===== src/logic/periph_irq_pkg.sv =====
// Package: register map, bit layouts and bus types of the peripheral interrupt flag block
package periph_irq_pkg;

   // ------------------------------------------------------------
   // Register byte addresses
   // ------------------------------------------------------------
   localparam logic [3:0] ADDR_FLAGS_TWO    = 4'h0;
   localparam logic [3:0] ADDR_FLAGS_THREE  = 4'h4;
   localparam logic [3:0] ADDR_ENABLE_TWO   = 4'h8;
   localparam logic [3:0] ADDR_ENABLE_THREE = 4'hC;
   localparam int         ADDR_W            = 4;

   // ------------------------------------------------------------
   // Bit layouts
   // ------------------------------------------------------------
   localparam logic [7:0] MASK_TWO   = 8'hFD;
   localparam logic [7:0] MASK_THREE = 8'h7A;
   localparam logic [7:0] RESET_BYTE = 8'h00;
   localparam int BIT_OSC_FAIL    = 7;
   localparam int BIT_COMP_B      = 6;
   localparam int BIT_COMP_A      = 5;
   localparam int BIT_EEPROM_DONE = 4;
   localparam int BIT_SER_COLL    = 3;
   localparam int BIT_LCD         = 2;
   localparam int BIT_CAPCOMP_TWO = 0;
   localparam int BIT_CAPCOMP_5   = 6;
   localparam int BIT_CAPCOMP_4   = 5;
   localparam int BIT_CAPCOMP_3   = 4;
   localparam int BIT_TIMER_SIX   = 3;
   localparam int BIT_TIMER_FOUR  = 1;

   localparam logic [1:0] RESP_OKAY   = 2'h0;
   localparam logic [1:0] RESP_SLVERR = 2'h2;
   localparam logic [31:0] WORD_ZERO  = 32'h00000000;

   // ------------------------------------------------------------
   // Types
   // ------------------------------------------------------------
   typedef struct packed {
      logic [7:0] two;
      logic [7:0] three;
   } bank_t;

   typedef struct packed {
      bank_t       flags;
      bank_t       enables;
      logic        awHeld;
      logic [3:0]  awAddr;
      logic        wHeld;
      logic [31:0] wData;
      logic [3:0]  wStrb;
      logic        bValid;
      logic [1:0]  bResp;
      logic        rValid;
      logic [31:0] rData;
      logic [1:0]  rResp;
   } state_t;

endpackage


===== src/logic/periph_irq_flags.sv =====
// Peripheral interrupt flag banks two and three with an AXI4-Lite register slave
//
// Added by the designer: the AXI4-Lite slave port and the register offsets.
`timescale 1ns/1ps

module periph_irq_flags (
   input  wire logic        mclk,
   input  wire logic        sys_rst,
   input  wire logic        oscFailEvent,
   input  wire logic        comparatorBEvent,
   input  wire logic        comparatorAEvent,
   input  wire logic        eepromWriteDoneEvent,
   input  wire logic        serialCollisionEvent,
   input  wire logic        lcdEvent,
   input  wire logic        capcompTwoEvent,
   input  wire logic        capcompThreeEvent,
   input  wire logic        capcompFourEvent,
   input  wire logic        capcompFiveEvent,
   input  wire logic        timerSixMatchEvent,
   input  wire logic        timerFourMatchEvent,
   input  wire logic        globalIrqEnable,
   input  wire logic        peripheralIrqEnable,
   output logic             irqRequest,
   output logic [7:0]       pendingTwo,
   output logic [7:0]       pendingThree,
   input  wire logic [3:0]  s_axi_awaddr,
   input  wire logic        s_axi_awvalid,
   output logic             s_axi_awready,
   input  wire logic [31:0] s_axi_wdata,
   input  wire logic [3:0]  s_axi_wstrb,
   input  wire logic        s_axi_wvalid,
   output logic             s_axi_wready,
   output logic [1:0]       s_axi_bresp,
   output logic             s_axi_bvalid,
   input  wire logic        s_axi_bready,
   input  wire logic [3:0]  s_axi_araddr,
   input  wire logic        s_axi_arvalid,
   output logic             s_axi_arready,
   output logic [31:0]      s_axi_rdata,
   output logic [1:0]       s_axi_rresp,
   output logic             s_axi_rvalid,
   input  wire logic        s_axi_rready
);

   // Register state
   periph_irq_pkg::state_t state_reg;
   periph_irq_pkg::state_t state_next;

   // Event vectors in register bit order
   logic [7:0]             eventTwo;
   logic [7:0]             eventThree;

   // Write channel
   logic                   awTake;
   logic                   wTake;
   logic                   doWrite;
   logic                   bDone;
   logic                   wLaneOn;
   logic [7:0]             wByte;

   // Write decode
   logic                   wSelFlagsTwo;
   logic                   wSelFlagsThree;
   logic                   wSelEnableTwo;
   logic                   wSelEnableThree;
   logic                   wSelNone;
   logic                   flagsTwoWr;
   logic                   flagsThreeWr;
   logic                   enableTwoWr;
   logic                   enableThreeWr;
   logic [1:0]             writeResp;

   // Read channel
   logic                   doRead;
   logic                   rDone;
   logic                   rSelFlagsTwo;
   logic                   rSelFlagsThree;
   logic                   rSelEnableTwo;
   logic                   rSelEnableThree;
   logic                   rSelNone;
   logic [7:0]             readByte;
   logic [31:0]            readWord;
   logic [1:0]             readResp;

   // Bank next values
   wire logic [7:0]        flagsTwoNext;
   wire logic [7:0]        flagsThreeNext;
   wire logic [7:0]        enableTwoNext;
   wire logic [7:0]        enableThreeNext;

   // Request
   wire logic [7:0]        armedTwo;
   wire logic [7:0]        armedThree;
   logic                   anyArmed;
   logic                   gateOpen;

   // ------------------------------------------------------------
   // Event bit placement
   // ------------------------------------------------------------
   always_comb begin
      eventTwo = periph_irq_pkg::RESET_BYTE;
      eventTwo[periph_irq_pkg::BIT_OSC_FAIL]    = oscFailEvent;
      eventTwo[periph_irq_pkg::BIT_COMP_B]      = comparatorBEvent;
      eventTwo[periph_irq_pkg::BIT_COMP_A]      = comparatorAEvent;
      eventTwo[periph_irq_pkg::BIT_EEPROM_DONE] = eepromWriteDoneEvent;
      eventTwo[periph_irq_pkg::BIT_SER_COLL]    = serialCollisionEvent;
      eventTwo[periph_irq_pkg::BIT_LCD]         = lcdEvent;
      eventTwo[periph_irq_pkg::BIT_CAPCOMP_TWO] = capcompTwoEvent;
      eventThree = periph_irq_pkg::RESET_BYTE;
      eventThree[periph_irq_pkg::BIT_CAPCOMP_5]  = capcompFiveEvent;
      eventThree[periph_irq_pkg::BIT_CAPCOMP_4]  = capcompFourEvent;
      eventThree[periph_irq_pkg::BIT_CAPCOMP_3]  = capcompThreeEvent;
      eventThree[periph_irq_pkg::BIT_TIMER_SIX]  = timerSixMatchEvent;
      eventThree[periph_irq_pkg::BIT_TIMER_FOUR] = timerFourMatchEvent;
   end

   // ------------------------------------------------------------
   // Write channel handshake
   // ------------------------------------------------------------
   always_comb begin
      awTake  = s_axi_awvalid && !state_reg.awHeld;
      wTake   = s_axi_wvalid && !state_reg.wHeld;
      doWrite = state_reg.awHeld && state_reg.wHeld && !state_reg.bValid;
      bDone   = state_reg.bValid && s_axi_bready;
   end

   // ------------------------------------------------------------
   // Write data lane
   // ------------------------------------------------------------
   // Only byte lane 0 carries register bits
   always_comb begin
      wLaneOn = state_reg.wStrb[0];
      wByte   = state_reg.wData[7:0];
   end

   // ------------------------------------------------------------
   // Write address decode
   // ------------------------------------------------------------
   always_comb begin
      wSelFlagsTwo    = 1'b0;
      wSelFlagsThree  = 1'b0;
      wSelEnableTwo   = 1'b0;
      wSelEnableThree = 1'b0;
      wSelNone        = 1'b0;
      if (state_reg.awAddr == periph_irq_pkg::ADDR_FLAGS_TWO) begin
         wSelFlagsTwo = 1'b1;
      end else if (state_reg.awAddr == periph_irq_pkg::ADDR_FLAGS_THREE) begin
         wSelFlagsThree = 1'b1;
      end else if (state_reg.awAddr == periph_irq_pkg::ADDR_ENABLE_TWO) begin
         wSelEnableTwo = 1'b1;
      end else if (state_reg.awAddr == periph_irq_pkg::ADDR_ENABLE_THREE) begin
         wSelEnableThree = 1'b1;
      end else begin
         wSelNone = 1'b1;
      end
   end

   // ------------------------------------------------------------
   // Write strobes
   // ------------------------------------------------------------
   always_comb begin
      flagsTwoWr    = doWrite && wLaneOn && wSelFlagsTwo;
      flagsThreeWr  = doWrite && wLaneOn && wSelFlagsThree;
      enableTwoWr   = doWrite && wLaneOn && wSelEnableTwo;
      enableThreeWr = doWrite && wLaneOn && wSelEnableThree;
   end

   // ------------------------------------------------------------
   // Write response
   // ------------------------------------------------------------
   // A write with byte lane 0 off is dropped but still answered OKAY
   always_comb begin
      writeResp = periph_irq_pkg::RESP_OKAY;
      if (wLaneOn && wSelNone) begin
         writeResp = periph_irq_pkg::RESP_SLVERR;
      end
   end

   // ------------------------------------------------------------
   // Flag bits, bank two
   // ------------------------------------------------------------
   // Events win over a software write in the same cycle
   for (genvar i = 0; i < $bits(eventTwo); i++) begin : g_flagTwo
      assign flagsTwoNext[i] = periph_irq_pkg::MASK_TWO[i]
                               && (eventTwo[i] || (flagsTwoWr ? wByte[i] : state_reg.flags.two[i]));
   end

   // ------------------------------------------------------------
   // Flag bits, bank three
   // ------------------------------------------------------------
   for (genvar i = 0; i < $bits(eventThree); i++) begin : g_flagThree
      assign flagsThreeNext[i] = periph_irq_pkg::MASK_THREE[i]
                                 && (eventThree[i] || (flagsThreeWr ? wByte[i] : state_reg.flags.three[i]));
   end

   // ------------------------------------------------------------
   // Enable bits, bank two
   // ------------------------------------------------------------
   for (genvar i = 0; i < $bits(eventTwo); i++) begin : g_enableTwo
      assign enableTwoNext[i] = periph_irq_pkg::MASK_TWO[i]
                                && (enableTwoWr ? wByte[i] : state_reg.enables.two[i]);
   end

   // ------------------------------------------------------------
   // Enable bits, bank three
   // ------------------------------------------------------------
   for (genvar i = 0; i < $bits(eventThree); i++) begin : g_enableThree
      assign enableThreeNext[i] = periph_irq_pkg::MASK_THREE[i]
                                  && (enableThreeWr ? wByte[i] : state_reg.enables.three[i]);
   end

   // ------------------------------------------------------------
   // Read channel handshake
   // ------------------------------------------------------------
   always_comb begin
      doRead = s_axi_arvalid && !state_reg.rValid;
      rDone  = state_reg.rValid && s_axi_rready;
   end

   // ------------------------------------------------------------
   // Read address decode
   // ------------------------------------------------------------
   always_comb begin
      rSelFlagsTwo    = 1'b0;
      rSelFlagsThree  = 1'b0;
      rSelEnableTwo   = 1'b0;
      rSelEnableThree = 1'b0;
      rSelNone        = 1'b0;
      if (s_axi_araddr == periph_irq_pkg::ADDR_FLAGS_TWO) begin
         rSelFlagsTwo = 1'b1;
      end else if (s_axi_araddr == periph_irq_pkg::ADDR_FLAGS_THREE) begin
         rSelFlagsThree = 1'b1;
      end else if (s_axi_araddr == periph_irq_pkg::ADDR_ENABLE_TWO) begin
         rSelEnableTwo = 1'b1;
      end else if (s_axi_araddr == periph_irq_pkg::ADDR_ENABLE_THREE) begin
         rSelEnableThree = 1'b1;
      end else begin
         rSelNone = 1'b1;
      end
   end

   // ------------------------------------------------------------
   // Read data
   // ------------------------------------------------------------
   always_comb begin
      readByte = periph_irq_pkg::RESET_BYTE;
      if (rSelFlagsTwo) begin
         readByte = state_reg.flags.two;
      end else if (rSelFlagsThree) begin
         readByte = state_reg.flags.three;
      end else if (rSelEnableTwo) begin
         readByte = state_reg.enables.two;
      end else if (rSelEnableThree) begin
         readByte = state_reg.enables.three;
      end
      readWord      = periph_irq_pkg::WORD_ZERO;
      readWord[7:0] = readByte;
   end

   // ------------------------------------------------------------
   // Read response
   // ------------------------------------------------------------
   // Unmapped reads return zero with an error response
   always_comb begin
      readResp = periph_irq_pkg::RESP_OKAY;
      if (rSelNone) begin
         readResp = periph_irq_pkg::RESP_SLVERR;
      end
   end

   // ------------------------------------------------------------
   // Next state
   // ------------------------------------------------------------
   always_comb begin
      state_next               = state_reg;
      state_next.flags.two     = flagsTwoNext;
      state_next.flags.three   = flagsThreeNext;
      state_next.enables.two   = enableTwoNext;
      state_next.enables.three = enableThreeNext;

      // Address and data may arrive in either order
      if (awTake) begin
         state_next.awHeld = 1'b1;
         state_next.awAddr = s_axi_awaddr;
      end
      if (wTake) begin
         state_next.wHeld = 1'b1;
         state_next.wData = s_axi_wdata;
         state_next.wStrb = s_axi_wstrb;
      end

      if (doWrite) begin
         state_next.awHeld = 1'b0;
         state_next.wHeld  = 1'b0;
         state_next.bValid = 1'b1;
         state_next.bResp  = writeResp;
      end else if (bDone) begin
         state_next.bValid = 1'b0;
      end

      if (doRead) begin
         state_next.rValid = 1'b1;
         state_next.rResp  = readResp;
         state_next.rData  = readWord;
      end else if (rDone) begin
         state_next.rValid = 1'b0;
      end
   end

   // ------------------------------------------------------------
   // Armed sources
   // ------------------------------------------------------------
   for (genvar i = 0; i < $bits(eventTwo); i++) begin : g_armed
      assign armedTwo[i]   = state_reg.flags.two[i] && state_reg.enables.two[i];
      assign armedThree[i] = state_reg.flags.three[i] && state_reg.enables.three[i];
   end

   // ------------------------------------------------------------
   // Request gate
   // ------------------------------------------------------------
   always_comb begin
      anyArmed = (|armedTwo) || (|armedThree);
      gateOpen = globalIrqEnable && peripheralIrqEnable;
   end

   // ------------------------------------------------------------
   // State register
   // ------------------------------------------------------------
   always_ff @(posedge mclk) begin
      if (sys_rst) begin
         state_reg <= '0;
      end else begin
         state_reg <= state_next;
      end
   end

   // ------------------------------------------------------------
   // Outputs
   // ------------------------------------------------------------
   assign s_axi_awready = !state_reg.awHeld;
   assign s_axi_wready  = !state_reg.wHeld;
   assign s_axi_bvalid  = state_reg.bValid;
   assign s_axi_bresp   = state_reg.bResp;

   // ------------------------------------------------------------
   // Read channel outputs
   // ------------------------------------------------------------
   assign s_axi_arready = !state_reg.rValid;
   assign s_axi_rvalid  = state_reg.rValid;
   assign s_axi_rdata   = state_reg.rData;
   assign s_axi_rresp   = state_reg.rResp;

   // ------------------------------------------------------------
   // Flag and request outputs
   // ------------------------------------------------------------
   assign pendingTwo    = state_reg.flags.two;
   assign pendingThree  = state_reg.flags.three;
   assign irqRequest    = gateOpen && anyArmed;

endmodule


===== config.mk =====
export PLATFORM = sky130hd
export DESIGN_NAME = periph_irq_flags
export DESIGN_NICKNAME = d
export VERILOG_FILES = /design/src/logic/periph_irq_pkg.sv /design/src/logic/periph_irq_flags.sv
export SDC_FILE = /design/constraint.sdc
export NUM_CORES = 1
export LEC_CHECK = 0
export BUFFER_PORTS_ARGS = -buffer_cell sky130_fd_sc_hd__buf_2
export CAP_MARGIN = 20
export CORE_UTILIZATION = 50
export CTS_CLUSTER_DIAMETER = 80
export DETAILED_ROUTE_END_ITERATION = 8
export PLACE_DENSITY = 0.92
export SLEW_MARGIN = 15
export SYNTH_ARGS = -nofsm -noshare
export SYNTH_HDL_FRONTEND = slang
export SYNTH_SLANG_ARGS = --single-unit

===== constraint.sdc =====
create_clock -name mclk -period 3.3 [get_ports mclk]
set_clock_uncertainty 0.2 [all_clocks]
set_input_delay 0.33 -clock mclk [delete_from_list [all_inputs] [get_ports mclk]]
set_output_delay 0.33 -clock mclk [all_outputs]
set_load 0.01 [all_outputs]

==> results.json <==
{
  "status": "finished clean",
  "wl_mm": 5.92,
  "drt-pass1-iter-count": 4,
  "power.density_nw_per_um2": 448,
  "routedWlPerCell_um": 14.3,
  "largest_reg_flops": 27,
  "fmax_mhz": 452,
  "clock-sinks": 51,
  "place.gp.congestion": 0.822,
  "synth_area_um2": 2660,
  "fin_tns_setup_ns": 0,
  "clockRootBuffer": "clkbuf_8",
  "async_reset_ff_share_pct": 0,
  "grt_first_pass_wirelength_mm": 9.03,
  "p_switching_uw": 331,
  "layout_commonest_cell": "buf_2",
  "maxCapViolCount": 0,
  "crit_type": "reg2reg",
  "synthFlopType": "dfxtp_1",
  "clk_pin_slew_ns": 0.09,
  "grt_usage_pct": 21.5,
  "syn_inst": 308,
  "postCtsResizedCells": 0,
  "die_h_um": 75.0,
  "hold_class": "in2reg",
  "pwr-share-clk_pct": 35.0,
  "drt-vias-per-instance": 5.41,
  "cts_made_buffers": 5,
  "slew_violations": 0,
  "n_antenna_cell": 0,
  "hold_violations": 0,
  "max_slew_margin_pct": 51.7,
  "grt-ovfl-total": 0,
  "critPathCaptureType": "flop",
  "seqPwrFrac_pct": 52.6,
  "num_rows": 26,
  "worstSkewPairLatency_ns": 0.31,
  "vdd_ir_drop_max_v": 0.000231,
  "cts_hold_buf": 0,
  "vias": 2234,
  "finalNetCount": 407,
  "cp.required_ns": 3.33,
  "grt_pass1_vias": 1901,
  "area_growth_pct": 7.38,
  "period_needed_ns": 2.21,
  "synth_edf_count": 0,
  "finalPower_mw": 1.28,
  "cp_max_fo": 19,
  "period_share_pct": 67.1,
  "drtIter0Drc": 157,
  "drc": 0,
  "grt_max_degree": 41,
  "grt_antenna_before_repair": 0,
  "die_w_um": 75.0,
  "cts_buffer_depth": 2,
  "internal_power_uw": 950,
  "ctsHtreeMaxLevel": 2,
  "ant_nets": 0,
  "post_cts_buffers": 0,
  "io_pins": 123,
  "setup_viol": 0,
  "cp.arrival_ns": 2.24,
  "ys_warn_count": 0,
  "start_util_pct": 52.1,
  "coreArea_um2": 5110,
  "ys_types": 44,
  "cts_tree": "done",
  "ys_ff_latch": 51,
  "die_area_um2": 5620,
  "syn_area_per_cell_um2": 8.64,
  "drive_gt1_share_pct": 25.9,
  "stdcell_area_um2": 2860,
  "most-common-layout-cells": "buf_2 (65), dfxtp_1 (51), conb_1 (30)",
  "p_sw_share_pct": 25.8,
  "power_frac_comb_pct": 12.4,
  "placed_cell_area_um2": 2740,
  "port_buffers": 65,
  "ys_seq_area_share_pct": 38.3,
  "fillerInstances": 472,
  "dp_hpwl_mm": 4.40,
  "worstMarginPinSlew_ns": 0.725,
  "rsz0062_at_grt": "no",
  "cp-start-kind": "flop",
  "p_leak_nw": 1.17
}
path summary, 6_finish.rpt:
check,from,cells after the start,slack (ns),to
max,state_reg[74]$_SDFFE_PP0P_,4,1.09,pendingTwo[6]$_SDFF_PP0_
min,s_axi_awvalid,2,0.02,state_reg[79]$_SDFFE_PP0P_
max reg2reg,state_reg[74]$_SDFFE_PP0P_,4,1.09,pendingTwo[6]$_SDFF_PP0_
min reg2reg,s_axi_rdata[7]$_SDFFE_PP0P_,2,0.25,s_axi_rdata[7]$_SDFFE_PP0P_
synth_stat cells, types with 4 or more instances:
master | number | area [um^2]
a211oi_1 | 5 | 37.5
dfxtp_1 | 51 | 1020
nand2_1 | 23 | 86.3
nor2_1 | 21 | 78.8
a32oi_1 | 4 | 35.0
clkbuf_1 | 16 | 60.1
nor2b_1 | 4 | 25.0
a21oi_1 | 27 | 135
nand2b_1 | 4 | 25.0
nor4_1 | 12 | 75.1
mux2_1 | 4 | 45.0
o21ai_1 | 11 | 55.1
a22oi_1 | 4 | 30.0
buf_4 | 52 | 390
a211oi_2 | 7 | 87.6
mux2i_1 | 4 | 40.0
nand3_1 | 15 | 75.1
logic make-up after synthesis:
family,share of synthesized area (%)
AO/OA/AOI/OAI,18.2
multiplexers,5.31
other,0.141
flip-flops,38.3
AND/OR/NAND/NOR,19.9
buffers and inverters,18.1
power by group through the flow:
stage	clock (mW)	sequential [mW]	combinational [mW]
2_1_floorplan	0	0.677	0.146
6_report	0.449	0.674	0.158
3_5_place_dp	0	0.688	0.156
3_3_place_gp	0	0.686	0.151
5_1_grt	0.481	0.678	0.175
4_1_cts	0.455	0.674	0.157
metal layers:
layer  vias to the layer above  GRT usage (%)  part of all wire (%)
li1                       1088              -                     -
met1                      1027           26.5                    42
met2                       102           35.7                    49
met3                        17           5.09                   6.2
met4                         0           9.64                   2.5
met5                         -              0                     0
final cells by class:
type                       count  area (um^2)  share of cell area (%)
sequential                    51         1020                    35.7
clock inverter                 2         35.0                    1.23
multi-input combinational    212         1270                    44.4
inverter                       3         11.3                   0.394
tap                           70         87.6                    3.06
timing repair buffer          69          353                    12.3
clock buffer                   6         82.6                    2.89
worst max-delay path: stages, from the launching register on:
cell	delay, ns
dfxtp_1	0.45
nand4bb_1	0.36
buf_4	0.34
or2_0	0.49
a211oi_2	0.29
per-stage QoR:
step	hold WS (ns)	worst slack [ns]	std cells	utilization [%]
after floorplan	0.232	1.50	337	-
after CTS	0.0207	1.11	412	55.9
final	0.0208	1.09	413	56.0
after global routing	0.0260	0.975	413	56.0
after detailed placement	0.243	1.13	404	53.6
after global placement	0.241	1.26	404	53.6
Note: power is estimated with default switching activity, not from simulation.
